--- src/hdl/wrm_pkg.sv ---
// watchdog reset manager: register offsets, field positions, reset values,
// states and the packed carriers shared by the design and its bench.
// assumes a 100 MHz reference clock and 8-bit register data.
package wrm_pkg;

   // regulator population: switchers first, then linear regulators
   localparam int WRM_NUM_SW = 5;
   localparam int WRM_NUM_REG = 7;

   // register offsets
   localparam logic [7:0] WRM_ADDR_CTRL = 8'h00;
   localparam logic [7:0] WRM_ADDR_WINDOW = 8'h01;
   localparam logic [7:0] WRM_ADDR_EXPIRY = 8'h02;
   localparam logic [7:0] WRM_ADDR_EVENT = 8'h03;
   localparam logic [7:0] WRM_ADDR_INT = 8'h04;
   localparam logic [7:0] WRM_ADDR_STATUS = 8'h05;
   localparam logic [4:0] WRM_ADDR_CFG_BASE = 5'h02;
   localparam logic [4:0] WRM_ADDR_VOLT_BASE = 5'h03;

   // control register field positions
   localparam int WRM_CTRL_WATCH_EN = 0;
   localparam int WRM_CTRL_STBY_WATCH_EN = 1;
   localparam int WRM_CTRL_INPUT_TYPE = 2;
   localparam int WRM_CTRL_INPUT_STBY = 3;
   localparam int WRM_CTRL_PG_GPO = 4;
   localparam int WRM_CTRL_PG_IN_SEQ = 5;

   // regulator config register field positions
   localparam int WRM_CFG_KEEP = 0;
   localparam int WRM_CFG_IN_SEQ = 1;
   localparam int WRM_CFG_ON = 2;

   // interrupt register field positions
   localparam int WRM_INT_FLAG = 0;
   localparam int WRM_INT_MASK = 1;

   // expiry tally steps
   localparam logic [2:0] WRM_TALLY_UP = 3'h2;
   localparam logic [2:0] WRM_TALLY_DOWN = 3'h1;
   localparam logic [2:0] WRM_TALLY_MAX = 3'h7;

   // settle delay after a reset sequence
   localparam int WRM_CLK_MHZ = 100;
   localparam int WRM_SETTLE_US = 30;
   localparam int WRM_SETTLE_CYC = WRM_SETTLE_US * WRM_CLK_MHZ;
   localparam int WRM_CNT_W = 12;

   typedef enum logic [3:0] {
      WRM_OFF = 4'h0,
      WRM_RUN = 4'h1,
      WRM_STBY = 4'h2,
      WRM_SOFT_RAMP = 4'h3,
      WRM_SOFT_WAIT = 4'h4,
      WRM_HARD_PD = 4'h5,
      WRM_HARD_WAIT = 4'h6,
      WRM_HARD_HOLD = 4'h7,
      WRM_FAIL_SAFE = 4'h8
   } wrm_state_e;

   typedef struct packed {
      logic keep;
      logic in_seq;
      logic on;
      logic [7:0] volt;
   } wrm_regcfg_s;

   // programmed defaults as presented by the fuse array
   typedef struct packed {
      logic standby_watch_default;
      logic watch_enable;
      logic [3:0] window_length;
      logic [3:0] event_limit_default;
      logic [2:0] expiry_limit;
      logic input_reset_type;
      logic input_standby_active;
      logic pg_gpo;
      logic pg_in_seq;
      wrm_regcfg_s [WRM_NUM_REG-1:0] regs;
   } wrm_otp_s;

   typedef struct packed {
      wrm_state_e fsm;
      logic [WRM_CNT_W-1:0] settle_cnt;
      logic watch_enable;
      logic standby_watch_enable;
      logic input_reset_type;
      logic input_standby_active;
      logic pg_gpo;
      logic pg_in_seq;
      logic [3:0] window_length;
      logic [2:0] expiry_limit;
      logic [2:0] tally;
      logic [3:0] event_cnt;
      logic [3:0] event_limit;
      logic flag;
      logic mask;
      wrm_regcfg_s [WRM_NUM_REG-1:0] regs;
      logic [WRM_NUM_SW-1:0] sw_ramp;
      logic host_reset_n;
      logic interrupt_n;
      logic timer_run;
      logic pd_req;
      logic pg_out;
      logic fail_safe;
      logic [7:0] rdata;
   } wrm_state_s;

   localparam wrm_state_s WRM_STATE_RESET = '{fsm: WRM_OFF, interrupt_n: 1'b1, default: '0};

endpackage : wrm_pkg

--- src/hdl/wrm_watchdog_reset_manager.sv ---
// watchdog reset manager: event detection, soft and hard reset sequencing,
// event counting and the register port that steers it.
// assumes synchronous inputs, a plain strobe register port, and an outside
// window timer, regulator sequencer and power-down sequencer.
//
// Overview of operation
// - watchdog timer runs in standby only when standby watch enable is set
// - standby watch enable powers up from its programmed default
// - every watchdog event below the limit starts either a soft or a hard reset
// - host reset output stays deasserted for the whole soft reset
// - soft reset reloads the fixed subset of configuration bits
// - soft reset reloads each non-kept switcher's settings and voltages
// - soft reset reloads each non-kept linear regulator's settings and voltages
// - regulators with keep-config set are untouched by a soft reset
// - all non-kept regulators return to default voltage, in the power-up sequence or not
// - switchers ramp to the default voltage, linear regulators step at once
// - non-kept regulators outside the power-up sequence switch off at once
// - after ramps end wait 30 us, return to run or standby, set flag; interrupt unless masked
// - hard reset restores every setting from programmed defaults
// - hard reset turns all regulators off and asserts host reset
// - power good general output is disabled during hard power-down
// - after power-down wait 30 us, reload, hold while external fail low
// - after either reset enter standby if standby request is high
// - each event increments counter; reaching limit enters fail-safe
// - event limit powers up from its programmed default
// - every pass through off clears the event counter
// - input pin event type follows reset-type bit; internal events are hard
// - internal event when expiry tally reaches expiry limit
`timescale 1ns/10ps
`default_nettype none

module wrm_watchdog_reset_manager (
   input wire logic i_ref_clk,
   input wire logic i_rst_n,
   input wire logic [7:0] i_addr,
   input wire logic [7:0] i_wdata,
   input wire logic i_wr_stb,
   input wire logic i_rd_stb,
   input wire logic i_watch_input_event,
   input wire logic i_timer_expire,
   input wire logic i_timer_refresh,
   input wire logic i_power_up_request,
   input wire logic i_standby_request,
   input wire logic i_external_fail_line_n,
   input wire logic i_ramp_done,
   input wire logic i_pd_done,
   input wire wrm_pkg::wrm_otp_s i_otp,
   output logic [7:0] o_rdata,
   output logic o_host_reset_output_n,
   output logic o_interrupt_output_n,
   output logic o_timer_run,
   output logic [3:0] o_watch_window_length,
   output logic o_pd_request,
   output logic o_power_good_output,
   output logic o_fail_safe,
   output logic [wrm_pkg::WRM_NUM_SW-1:0] o_switcher_ramp,
   output wrm_pkg::wrm_regcfg_s [wrm_pkg::WRM_NUM_REG-1:0] o_regulator
);

   wrm_pkg::wrm_state_s st;
   wrm_pkg::wrm_state_s next_st;

   // soft reload of one regulator: kept ones untouched, others back to default
   function automatic wrm_pkg::wrm_regcfg_s soft_reload(input wrm_pkg::wrm_regcfg_s cur,
                                                        input wrm_pkg::wrm_regcfg_s dflt);
      wrm_pkg::wrm_regcfg_s r;
      r = cur;
      if (!cur.keep)
      begin
         r = dflt;
         r.on = dflt.in_seq;
      end
      return r;
   endfunction : soft_reload

   // the settle counter ends on its last cycle
   function automatic logic settle_end(input logic [wrm_pkg::WRM_CNT_W-1:0] cnt);
      return cnt == wrm_pkg::WRM_CNT_W'(wrm_pkg::WRM_SETTLE_CYC - 1);
   endfunction : settle_end

   // run or standby after a reset sequence, by the standby request pin
   function automatic wrm_pkg::wrm_state_e on_state(input logic stby);
      return stby ? wrm_pkg::WRM_STBY : wrm_pkg::WRM_RUN;
   endfunction : on_state

   always_comb
   begin
      logic on_mode;
      logic expire_hit;
      logic input_hit;
      logic [3:0] cnt_inc;
      logic [3:0] tally_sum;
      logic [2:0] idx;
      next_st = st;
      on_mode = (st.fsm == wrm_pkg::WRM_RUN) || (st.fsm == wrm_pkg::WRM_STBY);
      expire_hit = 1'b0;
      input_hit = 1'b0;
      cnt_inc = st.event_cnt + 4'h1;
      tally_sum = 4'h0;
      idx = i_addr[2:0];

      // read data stand for exactly the cycle after the strobe
      next_st.rdata = 8'h00;
      if (i_rd_stb)
      begin
         case (i_addr)
            wrm_pkg::WRM_ADDR_CTRL:
               next_st.rdata = {2'b00, st.pg_in_seq, st.pg_gpo, st.input_standby_active,
                                st.input_reset_type, st.standby_watch_enable, st.watch_enable};
            wrm_pkg::WRM_ADDR_WINDOW: next_st.rdata = {4'h0, st.window_length};
            wrm_pkg::WRM_ADDR_EXPIRY: next_st.rdata = {1'b0, st.tally, 1'b0, st.expiry_limit};
            wrm_pkg::WRM_ADDR_EVENT: next_st.rdata = {st.event_limit, st.event_cnt};
            wrm_pkg::WRM_ADDR_INT: next_st.rdata = {6'h00, st.mask, st.flag};
            wrm_pkg::WRM_ADDR_STATUS: next_st.rdata = {3'h0, st.fail_safe, st.fsm};
            default:
            begin
               if (i_addr[7:3] == wrm_pkg::WRM_ADDR_CFG_BASE && idx < 3'(wrm_pkg::WRM_NUM_REG))
                  next_st.rdata = {5'h00, st.regs[idx].on, st.regs[idx].in_seq, st.regs[idx].keep};
               else if (i_addr[7:3] == wrm_pkg::WRM_ADDR_VOLT_BASE && idx < 3'(wrm_pkg::WRM_NUM_REG))
                  next_st.rdata = st.regs[idx].volt;
            end
         endcase
      end

      // register writes; hardware updates below take priority over them
      if (i_wr_stb)
      begin
         case (i_addr)
            wrm_pkg::WRM_ADDR_CTRL:
            begin
               next_st.watch_enable = i_wdata[wrm_pkg::WRM_CTRL_WATCH_EN];
               next_st.standby_watch_enable = i_wdata[wrm_pkg::WRM_CTRL_STBY_WATCH_EN];
               next_st.input_reset_type = i_wdata[wrm_pkg::WRM_CTRL_INPUT_TYPE];
               next_st.input_standby_active = i_wdata[wrm_pkg::WRM_CTRL_INPUT_STBY];
               next_st.pg_gpo = i_wdata[wrm_pkg::WRM_CTRL_PG_GPO];
               next_st.pg_in_seq = i_wdata[wrm_pkg::WRM_CTRL_PG_IN_SEQ];
            end
            wrm_pkg::WRM_ADDR_WINDOW: next_st.window_length = i_wdata[3:0];
            wrm_pkg::WRM_ADDR_EXPIRY: next_st.expiry_limit = i_wdata[2:0];
            wrm_pkg::WRM_ADDR_EVENT:
            begin
               next_st.event_cnt = 4'h0;
               next_st.event_limit = i_wdata[7:4];
            end
            wrm_pkg::WRM_ADDR_INT:
            begin
               if (i_wdata[wrm_pkg::WRM_INT_FLAG])
                  next_st.flag = 1'b0;
               next_st.mask = i_wdata[wrm_pkg::WRM_INT_MASK];
            end
            default:
            begin
               if (i_addr[7:3] == wrm_pkg::WRM_ADDR_CFG_BASE && idx < 3'(wrm_pkg::WRM_NUM_REG))
               begin
                  next_st.regs[idx].keep = i_wdata[wrm_pkg::WRM_CFG_KEEP];
                  next_st.regs[idx].in_seq = i_wdata[wrm_pkg::WRM_CFG_IN_SEQ];
                  next_st.regs[idx].on = i_wdata[wrm_pkg::WRM_CFG_ON];
               end
               else if (i_addr[7:3] == wrm_pkg::WRM_ADDR_VOLT_BASE && idx < 3'(wrm_pkg::WRM_NUM_REG))
                  next_st.regs[idx].volt = i_wdata;
            end
         endcase
      end

      // expiry tally: up by two on a missed refresh, down by one on a good one
      if (on_mode && st.timer_run)
      begin
         if (i_timer_expire)
         begin
            tally_sum = {1'b0, st.tally} + {1'b0, wrm_pkg::WRM_TALLY_UP};
            next_st.tally = tally_sum[3] ? wrm_pkg::WRM_TALLY_MAX : tally_sum[2:0];
            // limits at or below the first step fire on the first expiry
            expire_hit = (next_st.tally >= st.expiry_limit);
         end
         else if (i_timer_refresh && st.tally != 3'h0)
            next_st.tally = st.tally - wrm_pkg::WRM_TALLY_DOWN;
      end
      // the input pin only counts in standby when its standby activity is set
      input_hit = i_watch_input_event &&
                  (st.fsm == wrm_pkg::WRM_RUN || (st.fsm == wrm_pkg::WRM_STBY && st.input_standby_active));

      next_st.settle_cnt = '0;
      next_st.sw_ramp = '0;
      next_st.pd_req = 1'b0;
      case (st.fsm)
         wrm_pkg::WRM_OFF:
         begin
            next_st.event_cnt = 4'h0;
            next_st.tally = 3'h0;
            next_st.host_reset_n = 1'b0;
            for (int i = 0; i < wrm_pkg::WRM_NUM_REG; i++)
               next_st.regs[i].on = 1'b0;
            if (i_power_up_request && i_external_fail_line_n)
            begin
               next_st.standby_watch_enable = i_otp.standby_watch_default;
               next_st.event_limit = i_otp.event_limit_default;
               next_st.watch_enable = i_otp.watch_enable;
               next_st.window_length = i_otp.window_length;
               next_st.expiry_limit = i_otp.expiry_limit;
               next_st.input_reset_type = i_otp.input_reset_type;
               next_st.input_standby_active = i_otp.input_standby_active;
               next_st.pg_gpo = i_otp.pg_gpo;
               next_st.pg_in_seq = i_otp.pg_in_seq;
               for (int i = 0; i < wrm_pkg::WRM_NUM_REG; i++)
               begin
                  next_st.regs[i] = i_otp.regs[i];
                  next_st.regs[i].on = i_otp.regs[i].in_seq;
               end
               next_st.host_reset_n = 1'b1;
               next_st.fsm = on_state(i_standby_request);
            end
         end
         wrm_pkg::WRM_RUN, wrm_pkg::WRM_STBY:
         begin
            next_st.fsm = on_state(i_standby_request);
            if (input_hit || expire_hit)
            begin
               next_st.event_cnt = cnt_inc;
               next_st.tally = 3'h0;
               if (cnt_inc == st.event_limit)
                  next_st.fsm = wrm_pkg::WRM_FAIL_SAFE;
               else if (expire_hit || st.input_reset_type)
                  next_st.fsm = wrm_pkg::WRM_HARD_PD;
               else
               begin
                  next_st.fsm = wrm_pkg::WRM_SOFT_RAMP;
                  // configuration subset reload
                  next_st.watch_enable = i_otp.watch_enable;
                  next_st.window_length = i_otp.window_length;
                  next_st.standby_watch_enable = i_otp.standby_watch_default;
                  next_st.input_standby_active = i_otp.input_standby_active;
                  next_st.pg_gpo = i_otp.pg_gpo;
                  next_st.pg_in_seq = i_otp.pg_in_seq;
                  for (int i = 0; i < wrm_pkg::WRM_NUM_REG; i++)
                     next_st.regs[i] = soft_reload(st.regs[i], i_otp.regs[i]);
                  // linear regulators take the new voltage at once, switchers ramp
                  for (int i = 0; i < wrm_pkg::WRM_NUM_SW; i++)
                     next_st.sw_ramp[i] = !st.regs[i].keep && i_otp.regs[i].in_seq;
               end
            end
         end
         wrm_pkg::WRM_SOFT_RAMP:
         begin
            next_st.host_reset_n = 1'b1;
            next_st.sw_ramp = i_ramp_done ? '0 : st.sw_ramp;
            if (i_ramp_done)
               next_st.fsm = wrm_pkg::WRM_SOFT_WAIT;
         end
         wrm_pkg::WRM_SOFT_WAIT:
         begin
            next_st.host_reset_n = 1'b1;
            next_st.settle_cnt = st.settle_cnt + 1'b1;
            if (settle_end(st.settle_cnt))
            begin
               next_st.fsm = on_state(i_standby_request);
               next_st.flag = 1'b1;
            end
         end
         wrm_pkg::WRM_HARD_PD:
         begin
            // the external sequencer orders the outputs; we only request it
            next_st.host_reset_n = 1'b0;
            next_st.pd_req = !i_pd_done;
            for (int i = 0; i < wrm_pkg::WRM_NUM_REG; i++)
               next_st.regs[i].on = 1'b0;
            if (i_pd_done)
               next_st.fsm = wrm_pkg::WRM_HARD_WAIT;
         end
         wrm_pkg::WRM_HARD_WAIT:
         begin
            next_st.settle_cnt = st.settle_cnt + 1'b1;
            if (settle_end(st.settle_cnt))
            begin
               next_st.fsm = wrm_pkg::WRM_HARD_HOLD;
               next_st.watch_enable = i_otp.watch_enable;
               next_st.standby_watch_enable = i_otp.standby_watch_default;
               next_st.input_reset_type = i_otp.input_reset_type;
               next_st.input_standby_active = i_otp.input_standby_active;
               next_st.pg_gpo = i_otp.pg_gpo;
               next_st.pg_in_seq = i_otp.pg_in_seq;
               next_st.window_length = i_otp.window_length;
               next_st.expiry_limit = i_otp.expiry_limit;
               next_st.event_limit = i_otp.event_limit_default;
               next_st.mask = 1'b0;
               for (int i = 0; i < wrm_pkg::WRM_NUM_REG; i++)
               begin
                  next_st.regs[i] = i_otp.regs[i];
                  next_st.regs[i].on = 1'b0;
               end
            end
         end
         wrm_pkg::WRM_HARD_HOLD:
         begin
            // power-up is held off while the external fail line is low
            if (i_external_fail_line_n)
            begin
               for (int i = 0; i < wrm_pkg::WRM_NUM_REG; i++)
                  next_st.regs[i].on = st.regs[i].in_seq;
               next_st.host_reset_n = 1'b1;
               next_st.fsm = on_state(i_standby_request);
            end
         end
         wrm_pkg::WRM_FAIL_SAFE:
         begin
            // only a reset leaves fail-safe; outputs stay parked
            next_st.host_reset_n = 1'b0;
            for (int i = 0; i < wrm_pkg::WRM_NUM_REG; i++)
               next_st.regs[i].on = 1'b0;
         end
         default: next_st = wrm_pkg::WRM_STATE_RESET;
      endcase

      next_st.fail_safe = (next_st.fsm == wrm_pkg::WRM_FAIL_SAFE);
      // timer runs in run when watch is enabled, in standby only when also allowed
      next_st.timer_run = next_st.watch_enable && (next_st.fsm == wrm_pkg::WRM_RUN ||
                          (next_st.fsm == wrm_pkg::WRM_STBY && next_st.standby_watch_enable));
      // power good general output drops with the host reset in a hard reset
      next_st.pg_out = next_st.pg_gpo && next_st.pg_in_seq && next_st.host_reset_n;
      next_st.interrupt_n = !(next_st.flag && !next_st.mask);
   end

   // single state register, synchronous active-low reset
   always_ff @(posedge i_ref_clk)
   begin
      if (!i_rst_n)
         st <= wrm_pkg::WRM_STATE_RESET;
      else
         st <= next_st;
   end

   // every output is a field of the state register
   assign o_rdata = st.rdata;
   assign o_host_reset_output_n = st.host_reset_n;
   assign o_interrupt_output_n = st.interrupt_n;
   assign o_timer_run = st.timer_run;
   assign o_watch_window_length = st.window_length;
   assign o_pd_request = st.pd_req;
   assign o_power_good_output = st.pg_out;
   assign o_fail_safe = st.fail_safe;
   assign o_switcher_ramp = st.sw_ramp;
   assign o_regulator = st.regs;

endmodule : wrm_watchdog_reset_manager

`default_nettype wire
--- config.mk ---
export PLATFORM = sky130hd
export DESIGN_NAME = wrm_watchdog_reset_manager
export DESIGN_NICKNAME = d
export VERILOG_FILES = /design/src/hdl/wrm_pkg.sv /design/src/hdl/wrm_watchdog_reset_manager.sv
export SDC_FILE = /design/constraint.sdc
export NUM_CORES = 1
export LEC_CHECK = 0
export BUFFER_PORTS_ARGS = -buffer_cell sky130_fd_sc_hd__buf_4
export CORE_ASPECT_RATIO = 0.75
export CORE_MARGIN = 4
export CORE_UTILIZATION = 54
export DETAILED_ROUTE_END_ITERATION = 8
export PLACE_DENSITY = 0.88
export SLEW_MARGIN = 10
export SYNTH_ARGS = -nofsm -noshare
export SYNTH_HDL_FRONTEND = slang
export SYNTH_SLANG_ARGS = --single-unit
--- constraint.sdc ---
create_clock -name i_ref_clk -period 3.7 [get_ports i_ref_clk]
set_clock_uncertainty 0.05 [all_clocks]
set_input_delay 0.74 -clock i_ref_clk [delete_from_list [all_inputs] [get_ports i_ref_clk]]
set_output_delay 0.74 -clock i_ref_clk [all_outputs]
set_load 0.01 [all_outputs]
==> run metrics <==
wire length per cell 24.0 µm; r2r worst-path depth 9; net switching power 0.00139 W; TNS Setup 0 ps; clk sink count 138; 1st-pass router iterations 7; Leakage between 4 and 5 nW; total CTS buffers 17; CTS tree yes; layout cells sized above 1 30.3%; Internal Power 0.00300 W; Final setup viols 0; share of the synthesized area in the top cell type a little under a third; Worst Max-Slew Pin Slew roughly 1000 ps; DRT antenna net count 0; GRT overflow 0; worst vdd ir 0.339 mV; CTS Root Cell clkbuf_16; Post-Syn Area per Cell 8.46 µm²; final core utilization 67.3%; R2R Path End o_regulator[32]; Die Ht 118 µm; Port Buffers between 200 and 250; Most used DFF post-synth dfxtp_1; Synth top cells by count 138 x dfxtp_1, 97 x buf_4, 82 x nand2_1; Post-Synthesis Cells 1024; Die Area roughly 18000 µm²; H-tree Lvls 4; Post-synth EDFFs 0; largest area contributor in the netlist dfxtp_1; core area between 15000 and 20000 µm²; Post-synth ARST share 0%; Switching Share 31.6%; I/O pin count 222; Clock transition at path regs 60 ps; Reg2Reg Launch Point st[108]; RSZ-0062 raised after global routing no; final hold violations 0; Setup Fix Bufs, Post-CTS 0; WL final 32500 µm; Layout area overhead 20.2%; crit path to o_regulator[32]; vias in the first global route 8518; Final Slew Violations 0; ant diodes 0; First DRT Iteration DRCs 1658; critical path class flop to flop; top-count cell post-synth dfxtp_1; Tmin final 3370 ps; Max Clk Rate 0.297 GHz; Layout Nets 1264; Skew-Pair Late Insertion Delay about 430 ps; critical path arrival 3660 ps; register area share after synthesis between 30% and 40%; crit path launch type flop; main area contributors after synthesis dfxtp_1 32%, buf_4 8.4%, mux4_2 4.2%; Post-DP HPWL 23500 µm; Synth warnings 0; first-pass GRT wire length a little under 50000 µm; Clock Tree Buf Depth 2; post-synthesis cell type count 73; Max-cap violations 0; WP data required about 4000 ps; syn_nets approximately 1200; clock share of power 38.4%; DRC 0; Power Dens Cells 421 nW/µm²; total track usage roughly a third; GP Congestion 1.02; Vias/cell 6.77; Std-Cell Rows 39; CP Max Fanout 14; Logic pwr share 23.4%; Die W 154 µm; outcome complete, no violations; Sequential Power Share 38.2%; initial antenna violation count 0; worst setup path startpoint st[108]; synthesized area slightly below 9000 µm²; pin count of the biggest net entering global routing just under 60; reg-to-reg setup timing slack around 330 ps; class of the worst hold path flop to flop; Worst slew margin 30.8%; vias between 9000 and 10000; Setup crit end kind flop; Final period util 91.0%; Initial Util a little under three fifths; Yosys reg bits 138
-- power groups by stage --
stage	sequential [W]	combinational (W)	clock, W
3_5_place_dp	0.00170	0.000977	0
6_report	0.00168	0.00103	0.00168
5_1_grt	0.00168	0.00107	0.00173
3_3_place_gp	0.00170	0.000959	0
4_1_cts	0.00167	0.000986	0.00167
2_1_floorplan	0.00166	0.000651	0
-- cell type report --
| class | count | area [µm²] |
|---|---|---|
| Tap cell | 205 | 256 |
| Sequential cell | 138 | 2760 |
| Multi-Input combinational cell | 696 | 4810 |
| Fill cell | 1241 | 5060 |
| Timing Repair Buffer | 253 | 1900 |
| Clock buffer | 22 | 484 |
| Inverter | 29 | 109 |
| Clock inverter | 10 | 92.6 |
-- registers in the layout, summed over array words and instances, names as in the netlist, 4 cells and up --
register               cells
o_watch_window_length      4
o_rdata                    8
o_regulator               77
st                        38
o_switcher_ramp            5
-- worst max-delay path: stages, from the launching register on --
cell      delay (ps)
dfxtp_1          490
inv_1            120
nand2_1           80
ha_1             230
a21o_1           150
a31oi_1          500
o31ai_4          310
nor2_1           850
o311ai_0         280
o22ai_1          210
-- metal layers --
metal / vias up / global-route usage [%] / share of wire, %
li1: 3954 / - / -
met1: 4219 / 46.9 / 38
met2: 874 / 49.1 / 42
met3: 115 / 12.9 / 16
met4: 0 / 11.6 / 3.5
met5: - / 0 / 0
-- metrics by stage --
step	setup WS, ps	hold WS [ps]	instance area [µm²]	std cells	power (W)
finish	332	410	10400	1353	0.00439
floorplan	1000	376	8660	1024	0.00231
detailed placement	175	397	9830	1321	0.00268
global route	92.6	423	10400	1353	0.00449
CTS	167	411	10400	1353	0.00432
global placement	308	392	9830	1321	0.00266
-- worst min-delay path by stage --
stage | cells past startpoint | to | slack [ps] | start
after floorplan | 1 | st[122] | 380 | st[122]
after detailed placement | 2 | o_switcher_ramp[2] | 400 | o_switcher_ramp[2]
after CTS | 2 | o_switcher_ramp[2] | 410 | o_switcher_ramp[2]
final | 2 | o_switcher_ramp[3] | 410 | o_switcher_ramp[3]
after global routing | 2 | o_switcher_ramp[2] | 420 | o_switcher_ramp[2]
after global placement | 2 | o_switcher_ramp[3] | 390 | o_switcher_ramp[3]
-- timing repair --
action | in CTS | in global routing
hold buffers | 0 | 0
resized for setup | 0 | 2
hold endpoints to repair | 0 | 0
setup endpoints to repair | 0 | 9
-- logic make-up after synthesis --
kind of cell             after synthesis  synth area share [%]
multiplexers                          68                  10.5
buffers and inverters                190                  12.8
AND/OR/NAND/NOR                      281                  15.6
adder cells (fa/ha/maj)                8                  1.13
flip-flops                           138                  31.9
AO/OA/AOI/OAI                        323                  26.5
XOR/XNOR                              16                  1.62
-- cells in the final DEF, fill, tap and decap left out, drive strengths merged, types with 11 or more instances in the layout --
master	instances
a221o	16
nor2	77
a211oi	14
o22ai	16
inv	29
a31oi	15
mux4	16
nand2	82
mux2i	30
mux2	22
and3	11
dfxtp	138
buf	253
nor2b	13
a21oi	69
clkbuf	22
nand3	17
a22oi	34
o21ai	64
nor3	30
a32oi	27
Power figures use the tool's default switching activity.
